===== config.mk =====
export PLATFORM = sky130hd
export DESIGN_NAME = dfp_prescaler
export DESIGN_NICKNAME = d
export VERILOG_FILES = /design/src/rtl/dfp_pkg.sv /design/src/rtl/dfp_toggle_stage.sv /design/src/rtl/dfp_prescaler.sv
export SDC_FILE = /design/constraint.sdc
export NUM_CORES = 1
export LEC_CHECK = 0
export ABC_AREA = 1
export BUFFER_PORTS_ARGS = -buffer_cell sky130_fd_sc_hd__buf_2
export CAP_MARGIN = 15
export CORE_AREA = 2 2 39 41
export DETAILED_ROUTE_END_ITERATION = 7
export DIE_AREA = 0 0 41 43
export SYNTH_ARGS = -nofsm -noshare
export SYNTH_HDL_FRONTEND = slang
export SYNTH_SLANG_ARGS = --single-unit

===== constraint.sdc =====
create_clock -name clk_in -period 1 [get_ports clk_in]
set_input_delay 0.1 -clock clk_in [delete_from_list [all_inputs] [get_ports clk_in]]
set_output_delay 0.1 -clock clk_in [all_outputs]
set_load 0.02 [all_outputs]

===== src/rtl/dfp_pkg.sv =====
package dfp_pkg;
   // ==========================================
   // reset values and stage layout
   localparam int STAGE_COUNT = 2;
   localparam logic STAGE_RESET = 1'b0;
   localparam logic [1:0] COUNT_RESET = 2'h0;

   typedef struct packed {
      logic true_q;
      logic comp_q;
   } dfp_out_t;

   typedef enum logic [1:0] {
      DFP_IDLE = 2'b01,
      DFP_RUN = 2'b10
   } dfp_state_t;
endpackage


===== src/rtl/dfp_toggle_stage.sv =====
`timescale 1ns/1ps
`default_nettype none
module dfp_toggle_stage (
   input wire logic clk_in,
   input wire logic rst_in,
   input wire logic clr_in,
   input wire logic tog_in,
   output logic q_out
);
   logic q_q;
   // ==========================================
   // divide-by-two toggle cell
   always_ff @(posedge clk_in or posedge rst_in) begin
      if (rst_in) begin
         q_q <= dfp_pkg::STAGE_RESET;
      end else if (clr_in) begin
         q_q <= dfp_pkg::STAGE_RESET;
      end else if (tog_in) begin
         q_q <= ~q_q;
      end
   end
   assign q_out = q_q;
endmodule
`default_nettype wire


===== src/rtl/dfp_prescaler.sv =====
`timescale 1ns/1ps
`default_nettype none
// Functional notes
// output period equals four enabled input periods
// two cascaded divide-by-two toggle stages
// true and complement outputs, 50% duty
// enable gates the count input
// reset input clears both stages
// reset honoured only while count or enable high
// after reset true low, complement high
module dfp_prescaler (
   input wire logic clk_in,
   input wire logic rst_in,
   input wire logic count_in,
   input wire logic enable_in,
   input wire logic clear_in,
   output logic true_out,
   output logic comp_out,
   output dfp_pkg::dfp_out_t pair_out
);
   // ==========================================
   // local signals
   logic count_q;
   logic count_rise;
   logic gated_tick;
   logic clear_ok;
   logic next_hi;
   wire logic [1:0] stage;
   wire logic [1:0] stage_tog;
   wire logic [1:0] stage_nxt;
   dfp_pkg::dfp_state_t state_q;
   dfp_pkg::dfp_state_t state_d;

   // ==========================================
   // input edge detect, count_in sampled on clk_in
   // reset level matches the idle pin level, so no false edge after reset
   always_ff @(posedge clk_in or posedge rst_in) begin
      if (rst_in) begin
         count_q <= 1'h0;
      end else begin
         count_q <= count_in;
      end
   end

   // ==========================================
   // qualify edge and clear
   // gating, not async clock muxing: the count input never clocks a flop
   always_comb begin
      count_rise = count_in & ~count_q;
      gated_tick = count_rise & enable_in;
      // clear only acts while count or enable high
      clear_ok = clear_in & (count_in | enable_in);
   end

   // ==========================================
   // cascade: a stage toggles when all lower stages fall together
   genvar i;
   generate
      for (i = 0; i < dfp_pkg::STAGE_COUNT; i++) begin : g_stage
         if (i == 0) begin : g_first
            assign stage_tog[i] = gated_tick;
         end else begin : g_next
            assign stage_tog[i] = stage_tog[i-1] & stage[i-1];
         end

         // next value, so the registered outputs track the last stage
         assign stage_nxt[i] = clear_ok ? dfp_pkg::STAGE_RESET :
                               (stage_tog[i] ? ~stage[i] : stage[i]);

         dfp_toggle_stage u_stage (
            .clk_in(clk_in),
            .rst_in(rst_in),
            .clr_in(clear_ok),
            .tog_in(stage_tog[i]),
            .q_out(stage[i])
         );
      end
   endgenerate

   // ==========================================
   // run state: idle from reset or clear until the first counted edge
   always_comb begin
      state_d = state_q;
      case (state_q)
         dfp_pkg::DFP_IDLE: begin
            if (gated_tick && !clear_ok) begin
               state_d = dfp_pkg::DFP_RUN;
            end
         end
         dfp_pkg::DFP_RUN: begin
            if (clear_ok) begin
               state_d = dfp_pkg::DFP_IDLE;
            end
         end
         default: begin
            state_d = dfp_pkg::DFP_IDLE;
         end
      endcase
   end

   always_ff @(posedge clk_in or posedge rst_in) begin
      if (rst_in) begin
         state_q <= dfp_pkg::DFP_IDLE;
      end else begin
         state_q <= state_d;
      end
   end

   // ==========================================
   // output source
   // idle means both stages are known clear, so the output stays low there
   assign next_hi = (state_q == dfp_pkg::DFP_IDLE) ? 1'h0 :
                    stage_nxt[dfp_pkg::STAGE_COUNT-1];

   // ==========================================
   // registered outputs, one flop per pin
   always_ff @(posedge clk_in or posedge rst_in) begin
      if (rst_in) begin
         true_out <= 1'h0;
      end else begin
         true_out <= next_hi;
      end
   end

   always_ff @(posedge clk_in or posedge rst_in) begin
      if (rst_in) begin
         comp_out <= 1'h1;
      end else begin
         comp_out <= ~next_hi;
      end
   end

   always_ff @(posedge clk_in or posedge rst_in) begin
      if (rst_in) begin
         pair_out <= '{true_q: 1'h0, comp_q: 1'h1};
      end else begin
         pair_out <= '{true_q: next_hi, comp_q: ~next_hi};
      end
   end
endmodule
`default_nettype wire


==> results of run 1 <==
==> cell type report <==
cell class	count	area [um^2]
sequential	7	178
timing repair buffer	9	62.6
multi-input combinational	17	101
fill	159	966
clock buffer	4	26.3
inverter	8	30.0
tap	16	20.0
==> routing by layer <==
layer	vias to the layer above	global-route usage [%]	routed length [um]
met5	-	0	0
met4	0	2.00	0
met3	0	9.42	49
met2	8	12.2	230
met1	108	7.28	165
li1	122	-	-
==> flip-flops by register name, indices dropped and copies added, names as in the netlist <==
register and cells:
g_stage.u_stage.q_out 2, count_q 1, pair_out 2, state_q 2
==> timing repair <==
item,CTS,global route
endpoints found under the setup margin,2,2
hold buffers,1,0
setup buffers,0,0
resized for setup,2,2
hold endpoints to repair,5,0
==> path summary, 6_finish.rpt <==
| check | to | slack (ns) | cells after the start |
|---|---|---|---|
| max reg2reg | pair_out[1] | 0.10 | 4 |
| min reg2reg | g_stage[0].u_stage.q_out | 0.51 | 1 |
| min | count_q | 0.02 | 1 |
| min in group asynchronous | pair_out[1] | 0.31 | 3 |
| max | comp_out | 0.0002 | 1 |
| max in group asynchronous | state_q[0] | 0.42 | 3 |
==> power groups by stage <==
stage / Combinational (W) / Clock, W / Sequential [W]
6_report: 0.0000493 / 0.000248 / 0.000303
5_1_grt: 0.0000585 / 0.000284 / 0.000304
4_1_cts: 0.0000508 / 0.000260 / 0.000303
3_5_place_dp: 0.0000473 / 0 / 0.000307
3_3_place_gp: 0.0000466 / 0 / 0.000307
2_1_floorplan: 0.0000293 / 0 / 0.000307
==> cells by family after synthesis <==
family          after synthesis  synth area share, %
compound gates                3                 5.79
buf+inv                      10                 13.9
flops                         7                 54.8
simple gates                 14                 25.5
==> stage by stage <==
step	cell area [um^2]	hold slack (ns)	setup slack (ns)	total power, W
2_1_floorplan	324	-0.0981	0.152	0.000336
3_3_place_gp	369	0.0387	0.107	0.000354
3_5_place_dp	369	0.0403	0.0985	0.000355
4_1_cts	410	0.0115	-0.00868	0.000614
5_1_grt	418	0.0234	-0.0362	0.000646
6_report	418	0.0180	0.000226	0.000600
==> cells in the final DEF, fill, tap and decap left out <==
cell,n
inv_2,1
buf_2,6
o21ai_2,1
a21oi_1,1
inv_1,7
nor2_1,2
nand2_1,3
clkbuf_1,1
nor2_2,2
dfstp_2,2
nor2_4,1
clkbuf_4,3
buf_6,2
o21ai_0,1
nand2_2,2
nand3_1,1
nand3_2,1
dfrtp_1,5
dlygate4sd3_1,1
nand4_1,2
==> results.toml, run 1 <==
[timing]
setup_viol = 0
max_freq_mhz = 1000
fin_skew_ns = 0.00470
finalCritPeriodShare_pct = 100
fin_setup_tns_ns = 0
drv_slew = 0
period_needed_ns = 1.00
tightest_slew_ns = 0.252
max_slew_margin_pct = 83.2
rsz0062_at_grt = "yes"
hold_viol = 0

[critical_path]
required_ns = 0.90
critPathMaxFanout = 2
endpoint_kind = "output port"
arrival_ns = 0.90
cp_num_buf_inv = 1
critical_path_class = "reg2out"
r2r_start = "count_q"
cp_top_family = "flip-flops"
crit_path_start = "pair_out[0]"
start_kind = "flip-flop"
crit_slowest_cell = "dfstp_2"
path_cells = "buf_6"
slowest_delay_ns = 0.54

[route]
drt_iter0_drc = 0
via_count = 238
drt_wl_total_um = 445
wl_per_cell_um = 7.30
drt_pre_antenna_iters = 1
via_per_inst = 3.90
ant_nets = 0
drc = 0

[logic_synthesis]
synth_most_common_cell = "inv_1"
synth.largest_area_cell = "dfrtp_1"
yosys-top-cells-count = "inv_1 (7), dfrtp_1 (5), nand2_1 (3)"
async_reset_ff_share_pct = 100
synth_nets = 39
yosys-top-cells-area = "dfrtp_1 (39%), dfstp_2 (16%), inv_1 (8.1%), buf_4 (4.6%), nand2_2 (3.9%)"
ys_ff_latch = 7
netlist_area_um2 = 324
synth_top_area_share_pct = 38.6
ys.warnings.count = 0
ys_seq_area_share_pct = 54.8
synthCells = 34
synth-edff-count = 0
ys.flop_type = "dfrtp_1"
synth.distinct_cells = 16
avgSynthCellArea_um2 = 9.53

[global_routing]
grt_first_pass_wirelength_um = 890
gr-total-overflow = 0
grt_max_degree = 8
grt_usage_pct = 8.31
antenna_found_initial = 0
first_global_vias = 250

[clock_network]
cts_num_sinks = 7
cts_root_buf = "clkbuf_4"
cts_made_buffers = 3
cts_max_level = 1
cts_tree = "done"
cts.path.max_buffers = 2
path_clk_slew_ns = 0.05
insertion_delay_ns = 0.25

[hold_path]
hp-class = "in2reg"
min-delay-start = "count_in"

[power]
switching_share_pct = 22.3
intPower_w = 0.000466
power.density_mw_per_mm2 = 1440
ir_drop_v = 0.000621
switching_power_w = 0.000134
p_seq_share_pct = 50.5
p_leak_nw = 0.215
clkPwrFrac_pct = 41.3
p_comb_share_pct = 8.2

[cells_and_area]
n_antenna_cell = 0
fin_util_pct = 30.2
drive_gt1_share_pct = 46.7
synthToLayoutAreaGrowth_pct = 29.0
final_nets = 51
layout.cells.non_filler = 61

[floorplanning]
chipWidth_um = 41
die_y_um = 43
rows = 14
initial_utilization_pct = 23.4
ios = 9
core_mm2 = 0.00138
dieArea_mm2 = 0.00176

[placement]
place_hpwl_um = 358
dp_cells = 56
port_buffers = 8
gp_congestion = 0.677

[outcome]
status = "finished, final reports clean"

[flow_run]
cap_violations = 0
Power figures use the tool's default switching activity.
==> run 2: changes to the inputs <==
==> constraint.sdc (replaced) <==
create_clock -name clk_in -period 1.08 [get_ports clk_in]
set_input_delay 0.108 -clock clk_in [delete_from_list [all_inputs] [get_ports clk_in]]
set_output_delay 0.108 -clock clk_in [all_outputs]
set_load 0.02 [all_outputs]
==> run 2 against run 1 <==
Compared with the run above: register-to-register slack better by 0.08 ns; sequential share of layout area up 1.3 points; worst hold slack better by 0.0080 ns; via count down 0.84%; largest cell class unchanged; cell count unchanged.
==> results.toml, run 2 (synthesized netlist as in run 1, its figures left out) <==
[clock_network]
cts_num_sinks = 7
cts_max_level = 1
cts_tree = "done"
cts_resized = 0
cts_hold_buf = 1
post_cts_buffers = 0
cts.path.max_buffers = 2
path_clk_slew_ns = 0.05
cts_root_buf = "clkbuf_4"
insertion_delay_ns = 0.25
cts_made_buffers = 3

[flow_run]
cap_violations = 0

[timing]
finalCritPeriodShare_pct = 94.5
max_slew_margin_pct = 83.2
drv_slew = 0
period_needed_ns = 1.02
tightest_slew_ns = 0.252
hold_viol = 0
fin_setup_tns_ns = 0
setup_viol = 0
fin_skew_ns = 0.00470
max_freq_mhz = 979
rsz0062_at_grt = "no"

[floorplanning]
die_y_um = 43
initial_utilization_pct = 23.4
chipWidth_um = 41
core_mm2 = 0.00138
dieArea_mm2 = 0.00176
rows = 14
ios = 9

[cells_and_area]
drive_gt1_share_pct = 46.7
n_antenna_cell = 0
final_cell_mix = "buf_2 (8), inv_1 (7), dfrtp_1 (5)"
final_nets = 51
synthToLayoutAreaGrowth_pct = 25.1
final_area_um2 = 405
layout_commonest_cell = "buf_2"
n_fill_cell = 161

[critical_path]
critPathMaxFanout = 2
slowest_delay_ns = 0.51
start_kind = "flip-flop"
cp_top_family = "flip-flops"
path_cells = "buf_2"
arrival_ns = 0.91
critical_path_class = "reg2out"
endpoint_kind = "output port"
crit_slowest_cell = "dfstp_2"
required_ns = 0.97
cp_num_buf_inv = 1

[placement]
dpl_cell_area_um2 = 369
gp_congestion = 0.677
port_buffers = 8
place_hpwl_um = 358

[route]
drt_iter0_drc = 0
drt_pre_antenna_iters = 1
wl_per_cell_um = 7.26
drc = 0
via_per_inst = 3.87
via_count = 236
drt_wl_total_um = 443
ant_nets = 0

[global_routing]
antenna_found_initial = 0
grt_first_pass_wirelength_um = 862
gr-total-overflow = 0
grt_usage_pct = 8.11
grt_max_degree = 8
first_global_vias = 241

[hold_path]
hp-class = "in2reg"

[power]
power.density_mw_per_mm2 = 1370
ir_drop_v = 0.000574
p_leak_nw = 0.208

[outcome]
status = "finished, final reports clean"
==> run 2: worst paths after layout <==
check                                    startpoint                  endpoint  slack (ns)  cells after the start
max                                     pair_out[0]                  comp_out        0.06                      1
min                                        count_in                   count_q        0.03                      1
max reg2reg                                 count_q               pair_out[1]        0.18                      4
min reg2reg                g_stage[0].u_stage.q_out  g_stage[0].u_stage.q_out        0.51                      1
max in group asynchronous                    rst_in                state_q[0]        0.49                      3
min in group asynchronous                    rst_in               pair_out[1]        0.32                      3
==> run 2: metal layers <==
metal	vias up	global-route usage [%]	wire length, um	share of wire [%]
met3	0	9.42	53	12
met4	0	2.00	0	0
met2	8	11.6	224	51
li1	122	-	-	-
met1	106	7.28	164	37
met5	-	0	0	0
==> run 2: stage by stage <==
step	total power, W	worst slack [ns]	std cells	utilization [%]	hold WS, ns
after floorplan	0.000311	0.232	34	-	-0.0901
after global placement	0.000327	0.187	56	26.7	0.0467
after detailed placement	0.000328	0.179	56	26.7	0.0483
after CTS	0.000568	0.0472	61	29.3	0.0195
after global routing	0.000598	0.0233	61	29.3	0.0314
final	0.000555	0.0590	61	29.3	0.0260
==> run 2: final cells by class <==
| class | instances | area (um^2) | area share (%) |
|---|---|---|---|
| well taps | 16 | 20.0 | 4.94 |
| inverters | 8 | 30.0 | 7.41 |
| flip-flops and latches | 7 | 178 | 43.8 |
| clock buffers | 4 | 26.3 | 6.48 |
| repair buffers | 9 | 50.0 | 12.3 |
| multi-input cells | 17 | 101 | 25.0 |
==> run 2: report_power, final <==
part            total, W  internal, W  switching [W]  leakage (nW)
clock network   0.000229     0.000141      0.0000888        0.0150
registers       0.000281     0.000273     0.00000760        0.0875
logic          0.0000451    0.0000177      0.0000274         0.105
==> run 3: changes to the inputs <==
==> constraint.sdc (replaced) <==
create_clock -name clk_in -period 1.2 [get_ports clk_in]
set_input_delay 0.12 -clock clk_in [delete_from_list [all_inputs] [get_ports clk_in]]
set_output_delay 0.12 -clock clk_in [all_outputs]
set_load 0.02 [all_outputs]
==> run 3 against run 2 <==
Compared with the run above: clock power decreased by 8.7%; power decreased by 9.5%; design area unchanged; worst hold slack improved by 0.024 ns; die area unchanged; sequential share of layout area unchanged.
==> results.toml, run 3 (synthesized netlist as in run 1, its figures left out) <==
[floorplanning]
core_mm2 = 0.00138
initial_utilization_pct = 23.4
ios = 9
chipWidth_um = 41
die_y_um = 43
rows = 14
dieArea_mm2 = 0.00176

[critical_path]
critical_path_class = "reg2out"
slowest_delay_ns = 0.52
critPathMaxFanout = 2
cp_num_buf_inv = 1
arrival_ns = 0.91
start_kind = "flip-flop"
rrSetupSlack_ns = 0.29
cp_top_family = "flip-flops"
path_cells = "buf_2"
endpoint_kind = "output port"
crit_slowest_cell = "dfstp_2"
required_ns = 1.08

[power]
p_leak_nw = 0.208
power.density_mw_per_mm2 = 1240
ir_drop_v = 0.000550

[cells_and_area]
n_antenna_cell = 0
synthToLayoutAreaGrowth_pct = 25.1
layout_commonest_cell = "buf_2"
final_cell_mix = "buf_2 (8), inv_1 (7), dfrtp_1 (5)"
layout.cells.non_filler = 61
n_fill_cell = 154
drive_gt1_share_pct = 46.7
final_nets = 51

[route]
ant_nets = 0
drt_wl_total_um = 460
wl_per_cell_um = 7.54
drt_pre_antenna_iters = 2
via_count = 230
drt_iter0_drc = 5
drc = 0
via_per_inst = 3.77

[clock_network]
cts_resized = 0
post_cts_buffers = 0
cts_made_buffers = 3
insertion_delay_ns = 0.25
cts_max_level = 1
cts_root_buf = "clkbuf_4"
cts_hold_buf = 1
cts_num_sinks = 7
cts.path.max_buffers = 2
cts_tree = "done"
path_clk_slew_ns = 0.05

[timing]
finalCritPeriodShare_pct = 86.1
max_freq_mhz = 968
rsz0062_at_grt = "no"
fin_setup_tns_ns = 0
hold_viol = 0
setup_viol = 0
drv_slew = 0
fin_skew_ns = 0.00437
max_slew_margin_pct = 82.5
period_needed_ns = 1.03
tightest_slew_ns = 0.262

[global_routing]
grt_usage_pct = 8.22
antenna_found_initial = 0
grt_first_pass_wirelength_um = 841
first_global_vias = 231
gr-total-overflow = 0
grt_max_degree = 8

[outcome]
status = "finished, final reports clean"

[flow_run]
cap_violations = 0

[placement]
dp_cells = 56
port_buffers = 8
place_hpwl_um = 376
gp_congestion = 0.673

[hold_path]
hp-class = "in2reg"
[run 3: cell counts in the layout (fill, tap and decap cells not counted)]
No cell type changed its count.
[run 3: power by group]
group / total, W / switching (W) / internal [W] / leakage (nW)
Sequential: 0.000252 / 0.00000653 / 0.000246 / 0.0875
Clock: 0.000209 / 0.0000821 / 0.000127 / 0.0150
Combinational: 0.0000412 / 0.0000253 / 0.0000160 / 0.105
[run 3: final cells by class]
class                   instances  area (um^2)  share of cell area, %
inverters                       8         30.0                   7.41
flip-flops and latches          7          178                   43.8
well taps                      16         20.0                   4.94
clock buffers                   4         26.3                   6.48
repair buffers                  9         50.0                   12.3
multi-input cells              17          101                   25.0
[run 3: through the flow]
step | setup WS, ns | hold WS (ns) | instance area (um^2) | total power [W] | util [%]
floorplan | 0.352 | -0.0781 | 324 | 0.000280 | -
global route | 0.131 | 0.0473 | 405 | 0.000531 | 29.3
finish | 0.167 | 0.0498 | 405 | 0.000502 | 29.3
detailed placement | 0.297 | 0.0665 | 369 | 0.000296 | 26.7
global placement | 0.301 | 0.0564 | 369 | 0.000295 | 26.7
CTS | 0.157 | 0.0413 | 405 | 0.000513 | 29.3
[run 3: worst reg2reg max path: stages, from the launching register on]
cell and delay (ns):
dfrtp_1 0.40, nor2_4 0.15, nand3_2 0.08, nand3_1 0.11, inv_1 0.05
[run 3: final timing paths]
kind | startpoint | to | depth (start not counted)
max | pair_out[0] | comp_out | 1
min | count_in | count_q | 1
max reg2reg | count_q | g_stage[1].u_stage.q_out | 4
min reg2reg | g_stage[0].u_stage.q_out | g_stage[0].u_stage.q_out | 1
max in group asynchronous | rst_in | state_q[0] | 3
min in group asynchronous | rst_in | pair_out[1] | 3
[run 3: metal layers]
layer	track usage (%)	vias to the layer above	wire [um]
li1	-	127	-
met1	6.98	96	202
met2	11.3	5	218
met3	6.28	2	29
met4	8.00	0	10
met5	0	-	0
